==> src/rtl/ext_bus_pkg.sv <==
// shared constants and types for the external bus drive control block
package ext_bus_pkg;

  // ********************************************************************
  // widths
  // ********************************************************************
  localparam int ADDR_W = 23;
  localparam int SHARED_ADDR_W = 16;
  localparam int DATA_W = 16;
  localparam int WAIT_W = 3;

  // ********************************************************************
  // timing and reset values
  // ********************************************************************
  // ready is only looked at when at least this many wait states are set
  localparam logic [WAIT_W-1:0] READY_MIN_WAITS = 3'h2;
  localparam logic [WAIT_W-1:0] WAIT_RESET = 3'h0;
  localparam logic [ADDR_W-1:0] ADDR_RESET = 23'h000000;
  localparam logic [DATA_W-1:0] DATA_RESET = 16'h0000;

  // ********************************************************************
  // enumerations
  // ********************************************************************
  typedef enum logic [1:0] {
    SPACE_DATA,
    SPACE_PROG,
    SPACE_IO
  } space_e;

  typedef enum logic [1:0] {
    ST_IDLE,
    ST_ACCESS,
    ST_HOLD
  } bus_state_e;

endpackage

==> src/rtl/bus_ctl_if.sv <==
// control carrier between the bus sequencer and the two pin drivers
interface bus_ctl_if;
  import ext_bus_pkg::*;

  logic addr_load;
  logic addr_prog;
  logic addr_float;
  logic [ADDR_W-1:0] addr_value;
  logic [ADDR_W-1:0] addr_q;
  logic addr_oe;
  logic addr_keep;

  logic data_drive;
  logic data_capture;
  logic holder_en;
  logic [DATA_W-1:0] data_value;
  logic [DATA_W-1:0] data_q;
  logic data_oe;
  logic data_keep;

  modport seq (
    output addr_load, addr_prog, addr_float, addr_value,
    output data_drive, data_capture, holder_en, data_value,
    input addr_q, addr_oe, addr_keep, data_q, data_oe, data_keep
  );
  modport addr (
    input addr_load, addr_prog, addr_float, addr_value,
    output addr_q, addr_oe, addr_keep
  );
  modport data (
    input data_drive, data_capture, holder_en, data_value,
    output data_q, data_oe, data_keep
  );
endinterface

==> src/rtl/address_drive.sv <==
// address pin driver with upper-line gating and bus holder
module address_drive (
  input wire logic clk_in, // core clock
  input wire logic rst_in, // synchronous reset, high
  input wire logic ce_in, // clock enable
  bus_ctl_if.addr ctl // sequencer control
);
  import ext_bus_pkg::*;

  typedef struct packed {
    logic [ADDR_W-1:0] addr;
    logic oe;
  } addr_state_s;

  addr_state_s st_reg;
  addr_state_s st_next;

  // ********************************************************************
  // next state
  // ********************************************************************
  always_comb begin
    st_next = st_reg;
    if (ctl.addr_load) begin
      // low lines are shared by every space [RULE1]
      st_next.addr[SHARED_ADDR_W-1:0] = ctl.addr_value[SHARED_ADDR_W-1:0];
      // upper lines only move for program space [RULE2]
      if (ctl.addr_prog) begin
        st_next.addr[ADDR_W-1:SHARED_ADDR_W] = ctl.addr_value[ADDR_W-1:SHARED_ADDR_W];
      end
    end
    // whole bus floats in hold or on float control [RULE3] [RULE4]
    st_next.oe = ~ctl.addr_float;
  end

  always_ff @(posedge clk_in) begin
    if (rst_in) begin
      st_reg <= '{addr: ADDR_RESET, oe: 1'b1};
    end else if (ce_in) begin
      st_reg <= st_next;
    end
  end

  assign ctl.addr_q = st_reg.addr;
  assign ctl.addr_oe = st_reg.oe;
  // holder on whenever the bus is not driven: the held level is the last value driven, unless an access accepted under float control loads a new address [RULE5]
  assign ctl.addr_keep = ~st_reg.oe;
endmodule

==> src/rtl/data_drive.sv <==
// data pin driver with switchable bus holder
module data_drive (
  input wire logic clk_in, // core clock
  input wire logic rst_in, // synchronous reset, high
  input wire logic ce_in, // clock enable
  input wire logic [ext_bus_pkg::DATA_W-1:0] bus_level_in, // synced level of the pins
  bus_ctl_if.data ctl // sequencer control
);
  import ext_bus_pkg::*;

  typedef struct packed {
    logic [DATA_W-1:0] data;
    logic oe;
  } data_state_s;

  data_state_s st_reg;
  data_state_s st_next;

  // ********************************************************************
  // next state
  // ********************************************************************
  always_comb begin
    st_next = st_reg;
    // drive only while write data is out [RULE8]
    st_next.oe = ctl.data_drive;
    if (ctl.data_drive) begin
      st_next.data = ctl.data_value;
    end else if (ctl.data_capture) begin
      // a read leaves the external level on the wire; hold that one [RULE9]
      st_next.data = bus_level_in;
    end
  end

  always_ff @(posedge clk_in) begin
    if (rst_in) begin
      st_reg <= '{data: DATA_RESET, oe: 1'b0};
    end else if (ce_in) begin
      st_reg <= st_next;
    end
  end

  assign ctl.data_q = st_reg.data;
  assign ctl.data_oe = st_reg.oe;
  // holder only while enabled and not driving [RULE9] [RULE10]
  assign ctl.data_keep = ctl.holder_en & ~st_reg.oe;
endmodule

==> src/rtl/external_bus_drive_control.sv <==
// external parallel bus sequencer with pin drive, float and holder control
// Operation
// RULE1: 23-bit address, low 16 shared by spaces
// RULE2: upper 7 address lines for program space only
// RULE3: address bus floats during hold
// RULE4: float control low floats address and data
// RULE5: address holder keeps last driven level; an access accepted under float control loads a new, never driven address
// RULE6: 16-bit two-way data bus, bit 15 high
// RULE7: one data bus for all spaces
// RULE8: drive data only for writes; float in reset/hold
// RULE9: data holder keeps previous level when undriven
// RULE10: holder enable input gates data retention
// RULE11: one space select low during its access
// RULE12: direction high for reads, low writes, floats hold
// RULE13: ready sampled after two or more wait states
module external_bus_drive_control #(
  parameter int ADDR_WIDTH = ext_bus_pkg::ADDR_W, // address lines
  parameter int DATA_WIDTH = ext_bus_pkg::DATA_W // data lines
) (
  input wire logic clk_in, // core clock, 40 MHz
  input wire logic rst_in, // synchronous reset, high
  input wire logic ce_in, // clock enable, freezes all state when low
  input wire logic device_reset_in_n, // device reset pin, low active
  input wire logic hold_req_in_n, // bus hold request pin, low active
  input wire logic float_ctrl_in_n, // output float control pin, low floats
  input wire logic ready_in, // external ready pin
  input wire logic holder_enable_in, // data bus holder enable setting
  input wire logic [ext_bus_pkg::WAIT_W-1:0] wait_states_in, // software wait states
  input wire logic req_valid_in, // core access request
  output logic req_ready_out, // request accepted this cycle
  input wire logic req_write_in, // 1 write, 0 read
  input wire ext_bus_pkg::space_e req_space_in, // target space
  input wire logic [ext_bus_pkg::ADDR_W-1:0] req_addr_in, // access address
  input wire logic [ext_bus_pkg::DATA_W-1:0] req_wdata_in, // write data
  output logic done_out, // access finished, one cycle
  output logic [ext_bus_pkg::DATA_W-1:0] rd_data_out, // read data
  output logic hold_ack_out_n, // hold granted, low active
  output logic [ext_bus_pkg::ADDR_W-1:0] ext_address_bus_out, // address level
  output logic ext_address_bus_oe_out, // address driven
  output logic ext_address_bus_keep_out, // address holder active
  input wire logic [ext_bus_pkg::DATA_W-1:0] ext_data_bus_in, // data pin level
  output logic [ext_bus_pkg::DATA_W-1:0] ext_data_bus_out, // data level
  output logic ext_data_bus_oe_out, // data driven
  output logic ext_data_bus_keep_out, // data holder active
  output logic data_space_select_n, // data space select
  output logic program_space_select_n, // program space select
  output logic io_space_select_n, // io space select
  output logic memory_access_strobe_n, // memory strobe
  output logic read_write_out, // 1 read, 0 write
  output logic ctl_oe_out // selects, strobe and direction driven
);
  import ext_bus_pkg::*;

  // ********************************************************************
  // elaboration checks
  // ********************************************************************
  // the pin drivers are sized from the package, so other widths cannot be served
  if (ADDR_WIDTH != ADDR_W) begin : g_addr_width_check
    $error("address width must equal the package address width");
  end
  if (DATA_WIDTH != DATA_W) begin : g_data_width_check
    $error("data width must equal the package data width");
  end
  // the upper program lines need room above the shared lines
  if (SHARED_ADDR_W >= ADDR_WIDTH) begin : g_shared_width_check
    $error("shared address lines must leave upper program lines");
  end

  // ********************************************************************
  // state
  // ********************************************************************
  typedef struct packed {
    // sequencer
    bus_state_e state;
    logic [WAIT_W-1:0] wait_cnt;
    logic [WAIT_W-1:0] wait_prog;
    logic write;
    space_e space;
    logic [DATA_W-1:0] wdata;
    // two-flop pin synchronisers
    logic rst_s1;
    logic rst_s2;
    logic hold_s1;
    logic hold_s2;
    logic float_s1;
    logic float_s2;
    logic ready_s1;
    logic ready_s2;
    logic [DATA_W-1:0] din_s1;
    logic [DATA_W-1:0] din_s2;
    // registered pin controls and core results
    logic ds_n;
    logic ps_n;
    logic is_n;
    logic strb_n;
    logic rw;
    logic ctl_oe;
    logic hold_ack_n;
    logic done;
    logic [DATA_W-1:0] rd_data;
  } seq_state_s;

  seq_state_s st_reg;
  seq_state_s st_next;
  bus_ctl_if ctl ();

  logic dev_rst_n;
  logic hold_n;
  logic float_n;
  logic ready_s;
  logic start;
  logic finish;
  logic access_next;
  logic count_done;
  logic ready_ok;

  // ********************************************************************
  // helpers
  // ********************************************************************
  function automatic logic needs_ready(input logic [WAIT_W-1:0] ws);
    needs_ready = (ws >= READY_MIN_WAITS);
  endfunction

  // active-low select for one space while an access is under way
  function automatic logic space_sel_n(input logic active, input space_e sp, input space_e want);
    space_sel_n = ~(active & (sp == want));
  endfunction

  assign dev_rst_n = st_reg.rst_s2;
  assign hold_n = st_reg.hold_s2;
  assign float_n = st_reg.float_s2;
  assign ready_s = st_reg.ready_s2;
  // a hold request refuses new work so that hold is granted between accesses
  assign req_ready_out = (st_reg.state == ST_IDLE) & dev_rst_n & hold_n;
  assign start = req_valid_in & req_ready_out;
  assign count_done = (st_reg.state == ST_ACCESS) & (st_reg.wait_cnt == WAIT_RESET);
  // with few wait states the count alone ends the access
  assign ready_ok = ~needs_ready(st_reg.wait_prog) | ready_s;
  // ready waits one cycle and is checked again while low [RULE13]
  assign finish = count_done & ready_ok;

  // ********************************************************************
  // next state
  // ********************************************************************
  always_comb begin
    st_next = st_reg;
    // pins pass two flops before use
    // level requests only, so a plain flop pair is enough
    st_next.rst_s1 = device_reset_in_n;
    st_next.rst_s2 = st_reg.rst_s1;
    st_next.hold_s1 = hold_req_in_n;
    st_next.hold_s2 = st_reg.hold_s1;
    st_next.float_s1 = float_ctrl_in_n;
    st_next.float_s2 = st_reg.float_s1;
    st_next.ready_s1 = ready_in;
    st_next.ready_s2 = st_reg.ready_s1;
    // data word passes the same two flops, so a read takes the level from two cycles back
    st_next.din_s1 = ext_data_bus_in;
    st_next.din_s2 = st_reg.din_s1;
    st_next.done = 1'b0;

    case (st_reg.state)
      ST_IDLE: begin
        // a pending hold wins over a new request
        if (~hold_n) begin
          st_next.state = ST_HOLD;
        end else if (start) begin
          // every request field is taken on the accept edge
          st_next.state = ST_ACCESS;
          st_next.wait_cnt = wait_states_in;
          st_next.wait_prog = wait_states_in;
          st_next.write = req_write_in;
          st_next.space = req_space_in;
          st_next.wdata = req_wdata_in;
        end
      end
      ST_ACCESS: begin
        if (~dev_rst_n) begin
          // device reset abandons the access
          st_next.state = ST_IDLE;
        end else if (st_reg.wait_cnt != WAIT_RESET) begin
          // software wait states run first, ready is not looked at yet
          st_next.wait_cnt = st_reg.wait_cnt - 3'h1;
        end else if (finish) begin
          st_next.state = ST_IDLE;
          st_next.done = 1'b1;
          // one data bus serves every space [RULE7]
          if (~st_reg.write) begin
            st_next.rd_data = st_reg.din_s2;
          end
        end
      end
      ST_HOLD: begin
        // released once the synced request is high again
        if (hold_n) begin
          st_next.state = ST_IDLE;
        end
      end
      default: begin
        // unused encodings fall back to idle
        st_next.state = ST_IDLE;
      end
    endcase

    access_next = (st_next.state == ST_ACCESS);
    // exactly one select low, only while the access runs [RULE11]
    st_next.ds_n = space_sel_n(access_next, st_next.space, SPACE_DATA);
    st_next.ps_n = space_sel_n(access_next, st_next.space, SPACE_PROG);
    st_next.is_n = space_sel_n(access_next, st_next.space, SPACE_IO);
    // io accesses leave the memory strobe high
    st_next.strb_n = ~(access_next & (st_next.space != SPACE_IO));
    // direction stays high except during a write [RULE12]
    st_next.rw = ~(access_next & st_next.write);
    // control pins float in hold and on float control [RULE12]
    st_next.ctl_oe = (st_next.state != ST_HOLD) & float_n;
    // acknowledge from the same next state as the floats, so pins and ack agree
    st_next.hold_ack_n = (st_next.state != ST_HOLD);
  end

  always_ff @(posedge clk_in) begin
    if (rst_in) begin
      st_reg <= '{
        state: ST_IDLE,
        wait_cnt: WAIT_RESET,
        wait_prog: WAIT_RESET,
        write: 1'b0,
        space: SPACE_DATA,
        wdata: DATA_RESET,
        rst_s1: 1'b0,
        rst_s2: 1'b0,
        hold_s1: 1'b1,
        hold_s2: 1'b1,
        float_s1: 1'b1,
        float_s2: 1'b1,
        ready_s1: 1'b0,
        ready_s2: 1'b0,
        din_s1: DATA_RESET,
        din_s2: DATA_RESET,
        ds_n: 1'b1,
        ps_n: 1'b1,
        is_n: 1'b1,
        strb_n: 1'b1,
        rw: 1'b1,
        ctl_oe: 1'b1,
        hold_ack_n: 1'b1,
        done: 1'b0,
        rd_data: DATA_RESET
      };
    end else if (ce_in) begin
      st_reg <= st_next;
    end
  end

  // ********************************************************************
  // pin driver control
  // ********************************************************************
  // each driver owns its pin state; the sequencer only steers it
  // loads use the next-state values so address and selects change together
  assign ctl.addr_load = start;
  assign ctl.addr_prog = (req_space_in == SPACE_PROG);
  assign ctl.addr_value = req_addr_in;
  // hold or float control releases the address bus [RULE3] [RULE4]
  assign ctl.addr_float = (st_next.state == ST_HOLD) | ~float_n;
  // write data only; never in reset, hold request or float [RULE8] [RULE4]
  assign ctl.data_drive = access_next & st_next.write & dev_rst_n & hold_n & float_n;
  assign ctl.data_value = st_next.wdata;
  // the holder keeps what the wire showed at the end of a read
  assign ctl.data_capture = finish & ~st_reg.write;
  assign ctl.holder_en = holder_enable_in; // [RULE10]

  address_drive u_addr (
    .clk_in(clk_in),
    .rst_in(rst_in),
    .ce_in(ce_in),
    .ctl(ctl.addr)
  );

  data_drive u_data (
    .clk_in(clk_in),
    .rst_in(rst_in),
    .ce_in(ce_in),
    .bus_level_in(st_reg.din_s2),
    .ctl(ctl.data)
  );

  // ********************************************************************
  // outputs
  // ********************************************************************
  // core side
  assign done_out = st_reg.done;
  assign rd_data_out = st_reg.rd_data;
  assign hold_ack_out_n = st_reg.hold_ack_n;
  // pin side
  assign ext_address_bus_out = ctl.addr_q; // [RULE1]
  assign ext_address_bus_oe_out = ctl.addr_oe;
  assign ext_address_bus_keep_out = ctl.addr_keep; // [RULE5]
  assign ext_data_bus_out = ctl.data_q; // [RULE6]
  assign ext_data_bus_oe_out = ctl.data_oe;
  assign ext_data_bus_keep_out = ctl.data_keep; // [RULE9]
  assign data_space_select_n = st_reg.ds_n;
  assign program_space_select_n = st_reg.ps_n;
  assign io_space_select_n = st_reg.is_n;
  assign memory_access_strobe_n = st_reg.strb_n;
  assign read_write_out = st_reg.rw;
  assign ctl_oe_out = st_reg.ctl_oe;
endmodule

==> config.mk <==
export PLATFORM = sky130hd
export DESIGN_NAME = external_bus_drive_control
export DESIGN_NICKNAME = d
export VERILOG_FILES = /design/src/rtl/ext_bus_pkg.sv /design/src/rtl/bus_ctl_if.sv /design/src/rtl/address_drive.sv /design/src/rtl/data_drive.sv /design/src/rtl/external_bus_drive_control.sv
export SDC_FILE = /design/constraint.sdc
export NUM_CORES = 1
export LEC_CHECK = 0
export BUFFER_PORTS_ARGS = -buffer_cell sky130_fd_sc_hd__clkbuf_2
export CORE_ASPECT_RATIO = 0.5
export CORE_MARGIN = 4
export CORE_UTILIZATION = 30
export CTS_CLUSTER_DIAMETER = 50
export CTS_CLUSTER_SIZE = 28
export DETAILED_ROUTE_END_ITERATION = 7
export PLACE_DENSITY = 0.47
export SLEW_MARGIN = 15
export SYNTH_ARGS = -nofsm -noshare
export SYNTH_HDL_FRONTEND = slang
export SYNTH_HIERARCHICAL = 1
export SYNTH_SLANG_ARGS = --single-unit
==> constraint.sdc <==
create_clock -name clk_in -period 5.6 [get_ports clk_in]
set_input_delay 0 -clock clk_in [delete_from_list [all_inputs] [get_ports clk_in]]
set_output_delay 0 -clock clk_in [all_outputs]
set_load 0.005 [all_outputs]
# Word level (Yosys, flattened, before mapping)
# Cells that the tools add are included.
# op_classes
n_mul,0
div_mod_pow,0
bitwise_logic,30
order_cmp,1
shift,0
n_mux,19
n_reduce_logical,12
n_eq_ne,13
add_sub_neg,1
# op_table
op,count
2-to-1 mux 17 bit,4
2-to-1 mux 16 bit,3
2-to-1 mux 27 bit,1
2-to-1 mux 25 bit,1
2-to-1 mux 19 bit,1
AND 1 bit,16
NOT 1 bit,12
AND reduction 6 bit,2
2-to-1 mux 2 bit,5
!= test 2 bit (second input constant),5
== test 2 x 1 -> 1 bit (second input constant),4
== test 2 bit (second input constant),3
2-to-1 mux 3 bit,2
case mux 2 bit (3 select lines),1
case mux 3 bit (2 select lines),1
logical NOT 2 bit,2
AND reduction 2 bit,2
AND reduction 4 bit,1
nonzero test 2 bit,2
>= comparator 3 x 2 -> 1 bit (second input constant),1
logical NOT 3 bit,1
AND reduction 3 bit,1
nonzero test 3 bit,1
subtractor 3 x 1 -> 3 bit (second input constant),1
other kinds (2),3
# totals
n_memories,0
regBits,132
output_inout_bits,68
ramBits,0
latch_bits,0
rom_bits,0

# Logic depth before layout (Yosys ltp)
# Gate-level depths: netlist of run 1.
# depth
word_depth,15
ltp_mapped,11

# Hierarchy
# Netlist of run 1, hierarchy kept.
# modules_own_cells
module,area_each_um2,seq_area_each_um2,cells_each,n_inst
external_bus_drive_control,3839.9,1801.7,433,1
address_drive,1104.8,480.5,110,1
data_drive,914.6,340.3,76,1

# Least setup slack after synthesis of run 1
# No wires, ideal clock.
# synth_timing
path_kind,register -> register
startpoint,"register st_reg, in the netlist dev_rst_n"
endpoint,"register u_data.st_reg, in the netlist u_data/ctl.data_q[0]"
arrival_time_ps,1933
slack_ps,3588
period_less_slack_ps,2012
stages_incl_launch_ff,11
setup_time_ps,79
path_cell_list,dfxtp_1 -> nor4bb_1 -> buf_4 -> nand2_2 -> and2_4 -> a211oi_1 -> buf_6 -> o21a_4 -> buf_12 -> nor2_2 -> a211oi_2
# synth_between
elab_chain_cells,13
elab_cells_between_ends,17
# synth_rtl
item,line,rtl
"start, declared",external_bus_drive_control.sv:103,seq_state_s st_reg;
"start signal, assigned",external_bus_drive_control.sv:222,st_reg <= '{
"start signal, assigned",external_bus_drive_control.sv:250,st_reg <= st_next;
AND 1 bit (*) (2 in series),external_bus_drive_control.sv:134,assign req_ready_out = (st_reg.state == ST_IDLE) & dev_rst_n & hold_n;
net req_ready_out,external_bus_drive_control.sv:30,"output logic req_ready_out,"
AND 1 bit (*),external_bus_drive_control.sv:135,assign start = req_valid_in & req_ready_out;
2-to-1 mux 27 bit (*),external_bus_drive_control.sv:167,end else if (start) begin
2-to-1 mux 2 bit,external_bus_drive_control.sv:165,if (~hold_n) begin
case mux 2 bit (3 select lines),external_bus_drive_control.sv:162,case (st_reg.state)
== test 2 x 1 -> 1 bit,external_bus_drive_control.sv:205,access_next = (st_next.state == ST_ACCESS);
AND 1 bit (*) (4 in series),external_bus_drive_control.sv:265,assign ctl.data_drive = access_next & st_next.write & dev_rst_n & hold_n & float_n;
net ctl.data_drive,bus_ctl_if.sv:13,logic data_drive;
nonzero test 2 bit (no line),-,
AND reduction 2 bit (no line),-,
"end signal, assigned",data_drive.sv:36,"st_reg <= '{data: DATA_RESET, oe: 1'b0};"
"end signal, assigned",data_drive.sv:38,st_reg <= st_next;
"end, declared",data_drive.sv:16,data_state_s st_reg;
# The timed path passes the listed nets; every way through them passes the cells marked *. The select of a mux whose other input is x is not followed.
# A chain may end at the register's enable or synchronous reset.

# Final worst setup path of run 1
# layout_timing
startpoint,register st_reg[89] (netlist bit)
endpoint,"register u_addr.st_reg, in the netlist u_addr/ctl.addr_q[16]"
# layout_between
elab_chain_cells,5
# layout_rtl
item,line,rtl
logical NOT 2 bit,external_bus_drive_control.sv:134,
AND 1 bit (2 in series),external_bus_drive_control.sv:134,
AND 1 bit,external_bus_drive_control.sv:135,
AND reduction 3 bit (no line),-,
"end signal, assigned",address_drive.sv:37,"st_reg <= '{addr: ADDR_RESET, oe: 1'b1};"
"end signal, assigned",address_drive.sv:39,st_reg <= st_next;
"end, declared",address_drive.sv:15,addr_state_s st_reg;
# No other way between the ends.

==> impl_metrics.yaml, run 1 <==
detailed_routing:
  dr_total_vias: 4709
  vias_per_cell: 4.476
  route.detailed.wl_per_inst_um: 14.75
  route.antenna.remaining_nets: 0
  drc: 0
  totalWireLength_mm: 15.51
  drt_first_iter_violations: 251
  drt-pass1-iter-count: 4
clocking:
  cts_tree: "yes"
  number_of_gates_resized_after_cts: 0
  cts.repair_timing.setup_buffer_count: 0
  cts.root.buffer_cell: "clkbuf_16"
  cts_hold_buffers: 64
  htreeDepth: 4
  clock-sinks: 131
  clk-insertion-delay-late_ns: 0.41
  cts.clk_slew.worst_paths_ns: 0.06
  cts_inserted_buffers: 17
  clock_tree.buffer_depth: 2
yosys:
  post_synth.cell_area_avg_um2: 9.466
  postSynth.asyncResetShare: 0
  synth_compound_area_frac: 0.1405
  synth-seq-cells: 131
  synthFlopType: "dfxtp_1"
  post-synth-top-area-fraction: 0.4476
  muxShareOfSynthArea: 0.1352
  synth-edff-count: 0
  post_synth_and_or_nand_nor_area_fraction: 0.1896
  synth_top_family_by_area: "simple AND/OR/NAND/NOR gates"
  yosys.cell_count.top_type: "dfxtp_1"
  yosys_warnings: 6
  synthDistinctLibCells: 58
  synth.area.top_cells: "dfxtp_1 45%, mux2i_1 13%, nand2_1 4.8%"
  adder_cell_share_of_the_synthesized_area: 0.004271
  net_count_synth: 691
  netlist.top_cell.by_area: "dfxtp_1"
  synth_common_cells: "131 x dfxtp_1, 78 x mux2i_1, 75 x nand2_1"
  postSynthCellCount: 619
  netlist_area_um2: 5859
  sequential_element_share_of_the_synthesized_area: 0.4476
  synth-xor-area-share: 0
min_path:
  worstHoldStart: "wait_states_in[0]"
  hold_depth: 4
  hold_path.class: "primary input to flip-flop"
  worst_case_hold_path_end_point: "st_reg[86]$_SDFFE_PP0P_"
power:
  ir_drop_mv: 0.1703
  leakage_nw: 3.333
  power_dens_cells_nw_per_um2: 305.4
worst_setup_path:
  reg2reg_to: "u_addr/ctl.addr_q[16]$_SDFFE_PP0P_"
  critPathCaptureType: "flip-flop"
  cell_count_of_the_worst_reg_to_reg_path: 6
  critical_path.reg2reg.startpoint: "st_reg[89]$_SDFFE_PP0P_"
  worst_ep_required_time_ns: 5.94
  worst_setup_path_start_kind: "flip-flop"
  r2r_setup_slack_ns: 2.63
  setup.worst_path.start: "st_reg[89]$_SDFFE_PP0P_"
  cp_data_arrival_time_ns: 3.31
  critical_path_peak_fanout: 49
  kind_of_critical_path: "flip-flop to flip-flop"
floorplan:
  rows: 35
  fp.coreArea_um2: 18790
  initial_utilization: 0.3119
  dieWidth_um: 205.6
  num_io_pins: 138
  floorplan.die_area_um2: 21970
  chipHeight_um: 106.8
timing:
  achievable-frequency_ghz: 0.3364
  unrepaired_setup_endpoints_after_global_routing: "no"
  min_period_ns: 2.973
  final_max_slew_viol_count: 0
  finalCritPeriodShare: 0.5308
  setup-violations-final: 0
  layout_setup_ws_ns: 2.627
  hold_violations: 0
  worstMarginPinSlew_ns: 0.9121
  tns_ns: 0
  max_slew_margin: 0.3902
  final.setup_skew_ns: 0.008444
global_routing:
  global_route.overflow_total: 0
  first_global_vias: 4454
  grt_pass1_wl_mm: 24.70
  gr-usage-all-layers: 0.1431
  grt_max_degree: 79
  grt_antenna_before_repair: 0
final_layout:
  drive_gt1_frac: 0.2976
  number_of_flip_flops_under_the_largest_register_name: 42
  layout.nets: 852
  final_antenna_diode_count: 0
  flow.area_growth_from_synthesis_pct: 32.31
place:
  gp_congestion: 0.7526
  pre_cts_ws_ns: 2.620
  io_buffer_count: 137
  place_hpwl_mm: 10.42
run_status:
  outcome: "complete, no violations"
job:
  maxCapViolCount: 0
-- logic make-up after synthesis --
logic type      count (synthesis)
flops                         131
buf+inv                        72
fa+ha+maj                       2
simple gates                  234
mux                            79
compound gates                101
-- layer usage --
metal	up-vias	track usage	wire (um)
met2	92	0.2089	6657
met4	0	0.04011	96
met5	-	0	0
li1	2432	-	-
met1	2175	0.2072	8022
met3	10	0.03717	737
-- power breakdown --
| part | total [mW] | switching (mW) | internal [mW] |
|---|---|---|---|
| registers | 0.974 | 0.0180 | 0.956 |
| clock network | 1.21 | 0.422 | 0.788 |
| logic | 0.183 | 0.0905 | 0.0927 |
| total | 2.37 | 0.531 | 1.84 |
-- worst max path at each step --
stage | to | slack, ns | cells after the start
2_1_floorplan | u_data/ctl.data_q[0]$_SDFFE_PP0P_ | 3.59 | 10
3_3_place_gp | u_addr/ctl.addr_q[18]$_SDFFE_PP0P_ | 2.68 | 6
3_5_place_dp | u_addr/ctl.addr_q[18]$_SDFFE_PP0P_ | 2.62 | 6
4_1_cts | u_addr/ctl.addr_q[18]$_SDFFE_PP0P_ | 2.60 | 6
5_1_grt | u_addr/ctl.addr_q[18]$_SDFFE_PP0P_ | 2.36 | 6
6_report | u_addr/ctl.addr_q[16]$_SDFFE_PP0P_ | 2.63 | 6
-- per-stage QoR --
| stage | util | hold WS (ns) | std cells | instance area, um2 | total power [mW] |
|---|---|---|---|---|---|
| global placement | 0.3443 | 0.2093 | 956 | 6469 | 1.144 |
| finish | 0.4127 | 0.1204 | 1052 | 7752 | 2.368 |
| CTS | 0.4127 | 0.1001 | 1052 | 7752 | 2.408 |
| floorplan | - | 0.1169 | 619 | 5859 | 1.089 |
| detailed placement | 0.3443 | 0.2138 | 956 | 6469 | 1.145 |
| global route | 0.4127 | 0.1519 | 1052 | 7752 | 2.468 |
-- placed cells by master, fill, tap and decap left out, drive strengths merged, types with 2 or more instances in the layout --
cell type,netlist,layout
clkinv,0,2
a21bo,16,16
dfxtp,131,131
nand2b,18,18
clkbuf,17,157
dlygate4sd3,0,64
nand2,76,76
o21ai,6,6
inv,8,12
mux2i,78,78
nand3,38,38
a31oi,2,2
nor2,75,75
buf,47,7
or3,3,3
a211oi,19,19
nand4,2,2
a211o,5,5
ha,2,2
nor2b,9,9
bufinv,0,4
a21oi,38,38
nor3,4,4
-- layout make-up --
class / count / area, um2
Inverter: 8 / 30.03
Clock inverter: 10 / 168.9
Clock buffer: 22 / 474.2
Fill cell: 1882 / 11030
Multi-Input combinational cell: 416 / 2764
Tap cell: 259 / 324.1
Timing Repair Buffer: 206 / 1369
Sequential cell: 131 / 2623
-- critical path: stages (launching register included) --
cell      delay [ns]
dfxtp_1         0.40
nor4bb_1        0.45
nand2_2         0.39
inv_2           0.73
buf_4           0.40
and3_4          0.32
mux2i_1         0.19
No activity file was read; power rests on OpenSTA's default activity.
==> inputs of run 2 (changes only) <==
- clock period: 5.6 -> 2.92 ns (I/O delays scaled with it)
==> run 2 against run 1 <==
  * Final area grew 0.60%
  * Core utilization is 0.25 points higher
  * Highest routed layer unchanged
  * Hold slack got worse by 0.025 ns
==> impl_metrics.yaml, run 2 (synthesis results as in run 1) <==
run_status:
  outcome: "complete, no violations"
floorplan:
  floorplan.die_area_um2: 21970
  dieWidth_um: 205.6
  fp.coreArea_um2: 18790
  num_io_pins: 138
  initial_utilization: 0.3119
  rows: 35
  chipHeight_um: 106.8
worst_setup_path:
  critical_path.reg2reg.startpoint: "st_reg[89]$_SDFFE_PP0P_"
  critPathCaptureType: "flip-flop"
  r2r_setup_slack_ns: 0.43
  cp_top_family: "simple AND/OR/NAND/NOR gates"
  setup.worst_path.start: "st_reg[89]$_SDFFE_PP0P_"
  cell_count_of_the_worst_reg_to_reg_path: 7
  critical_path_peak_fanout: 32
  cp.buffers_inverters: 0
  kind_of_critical_path: "flip-flop to flip-flop"
  slowest_cp_cell: "nor4bb_1"
  max_stage_delay_ns: 0.55
  setup.worst_path.end: "u_data/ctl.data_q[11]$_SDFFE_PP0P_"
  reg2reg_to: "u_data/ctl.data_q[11]$_SDFFE_PP0P_"
  worstPathCellList: "nor4bb_1 > nand2_2 > and2_4 > a211oi_4 > o21a_4 > nor2_1 > a211oi_2"
  worst_setup_path_start_kind: "flip-flop"
  critical_path_depth: 7
  worst_ep_required_time_ns: 3.25
  cp_data_arrival_time_ns: 2.82
detailed_routing:
  drc: 0
  totalWireLength_mm: 15.75
  drt-pass1-iter-count: 5
  dr_total_vias: 4744
  vias_per_cell: 4.497
  drt_first_iter_violations: 258
  route.detailed.wl_per_inst_um: 14.93
  route.antenna.remaining_nets: 0
global_routing:
  grt_pass1_wl_mm: 25.58
  global_route.overflow_total: 0
  first_global_vias: 4629
  grt_antenna_before_repair: 0
  grt_max_degree: 80
  gr-usage-all-layers: 0.1469
clocking:
  htreeDepth: 4
  cts.clk_slew.worst_paths_ns: 0.06
  clk-insertion-delay-late_ns: 0.41
  cts_inserted_buffers: 17
  cts_hold_buffers: 64
  number_of_gates_resized_after_cts: 0
  cts.repair_timing.setup_buffer_count: 0
  cts.root.buffer_cell: "clkbuf_16"
  cts_tree: "yes"
  clock_tree.buffer_depth: 2
  clock-sinks: 131
timing:
  final.setup_skew_ns: 0.01302
  setup-violations-final: 0
  max_slew_margin: 0.4125
  unrepaired_setup_endpoints_after_global_routing: "no"
  finalCritPeriodShare: 0.8534
  hold_slack_ns: 0.09495
  min_period_ns: 2.492
  hold_violations: 0
  achievable-frequency_ghz: 0.4013
  tns_ns: 0
  final_max_slew_viol_count: 0
  worstMarginPinSlew_ns: 0.8792
final_layout:
  number_of_flip_flops_under_the_largest_register_name: 42
  layout.nets: 856
  flow.area_growth_from_synthesis_pct: 33.10
  most_frequent_standard_cell_in_the_layout_excluding_fill_and_tap_cells: "clkbuf_2"
  final_antenna_diode_count: 0
  n_fill_cell: 1855
  drive_gt1_frac: 0.3003
  most-common-layout-cells: "135 x clkbuf_2, 131 x dfxtp_1, 78 x mux2i_1"
place:
  gp_congestion: 0.7696
  place_hpwl_mm: 10.64
  io_buffer_count: 137
power:
  ir_drop_mv: 0.2579
  power_dens_cells_nw_per_um2: 576.9
  leakage_nw: 3.345
job:
  maxCapViolCount: 0
min_path:
  hold_path.class: "primary input to flip-flop"
  worstHoldStart: "ce_in"
==> run 2: cell types whose count changed in the layout (fill, tap and decap cells not counted), sizes merged <==
cell and delta:
clkbuf -2, buf +4, inv -1, clkinvlp +2
==> run 2: where the power goes <==
group,internal (mW),switching [mW],total (mW),leakage [nW]
combinational,0.183,0.177,0.360,1.98
clock,1.46,0.815,2.27,0.297
sequential,1.83,0.0342,1.87,1.06
total,3.47,1.03,4.50,3.35
==> run 2: cell type report <==
type	instances	area (um2)	share of cell area
sequential	131	2623	0.3363
clock buffer	20	446.7	0.05728
tap	259	324.1	0.04155
multi-input combinational	416	2764	0.3544
inverter	8	30.03	0.003850
clock inverter	11	175.2	0.02246
timing repair buffer	210	1436	0.1842
==> run 2: worst min-delay path by stage <==
stage | end | slack (ns) | cells after the start
2_1_floorplan | ext_data_bus_keep_out | 0.12 | 1
4_1_cts | st_reg[73]$_SDFFE_PP0P_ | 0.06 | 3
3_3_place_gp | st_next[60]$_SDFFE_PP1P_ | 0.21 | 2
3_5_place_dp | st_next[60]$_SDFFE_PP1P_ | 0.21 | 2
6_report | st_reg[73]$_SDFFE_PP0P_ | 0.09 | 3
5_1_grt | st_reg[72]$_SDFFE_PP0P_ | 0.09 | 3
==> run 2: layer usage <==
metal  routed length (um)  vias to the layer above  track usage  share of wire
met2                 6521                       95       0.2108           0.41
met1                 8256                     2188       0.2126           0.52
met4                  252                        0      0.05253          0.016
li1                     -                     2444            -              -
met3                  722                       17      0.03657          0.046
met5                    0                        -            0              0
==> run 2: worst min-delay path, delay by kind of cell <==
kind,cells,cell delay [ns]
AOI/OAI and AO/OA,1,0.05
buffers and inverters,1,0.25
and+or+nand+nor,1,0.13
==> run 2: stage by stage <==
| stage | cell area [um2] | setup slack [ns] | cells | util | power [mW] |
|---|---|---|---|---|---|
| after detailed placement | 6536 | 0.4772 | 960 | 0.3479 | 2.203 |
| after global routing | 7799 | 0.1076 | 1055 | 0.4151 | 4.680 |
| after floorplan | 5859 | 0.9080 | 619 | - | 2.088 |
| final | 7799 | 0.4280 | 1055 | 0.4151 | 4.499 |
| after CTS | 7799 | 0.4301 | 1055 | 0.4151 | 4.579 |
| after global placement | 6536 | 0.5345 | 960 | 0.3479 | 2.200 |
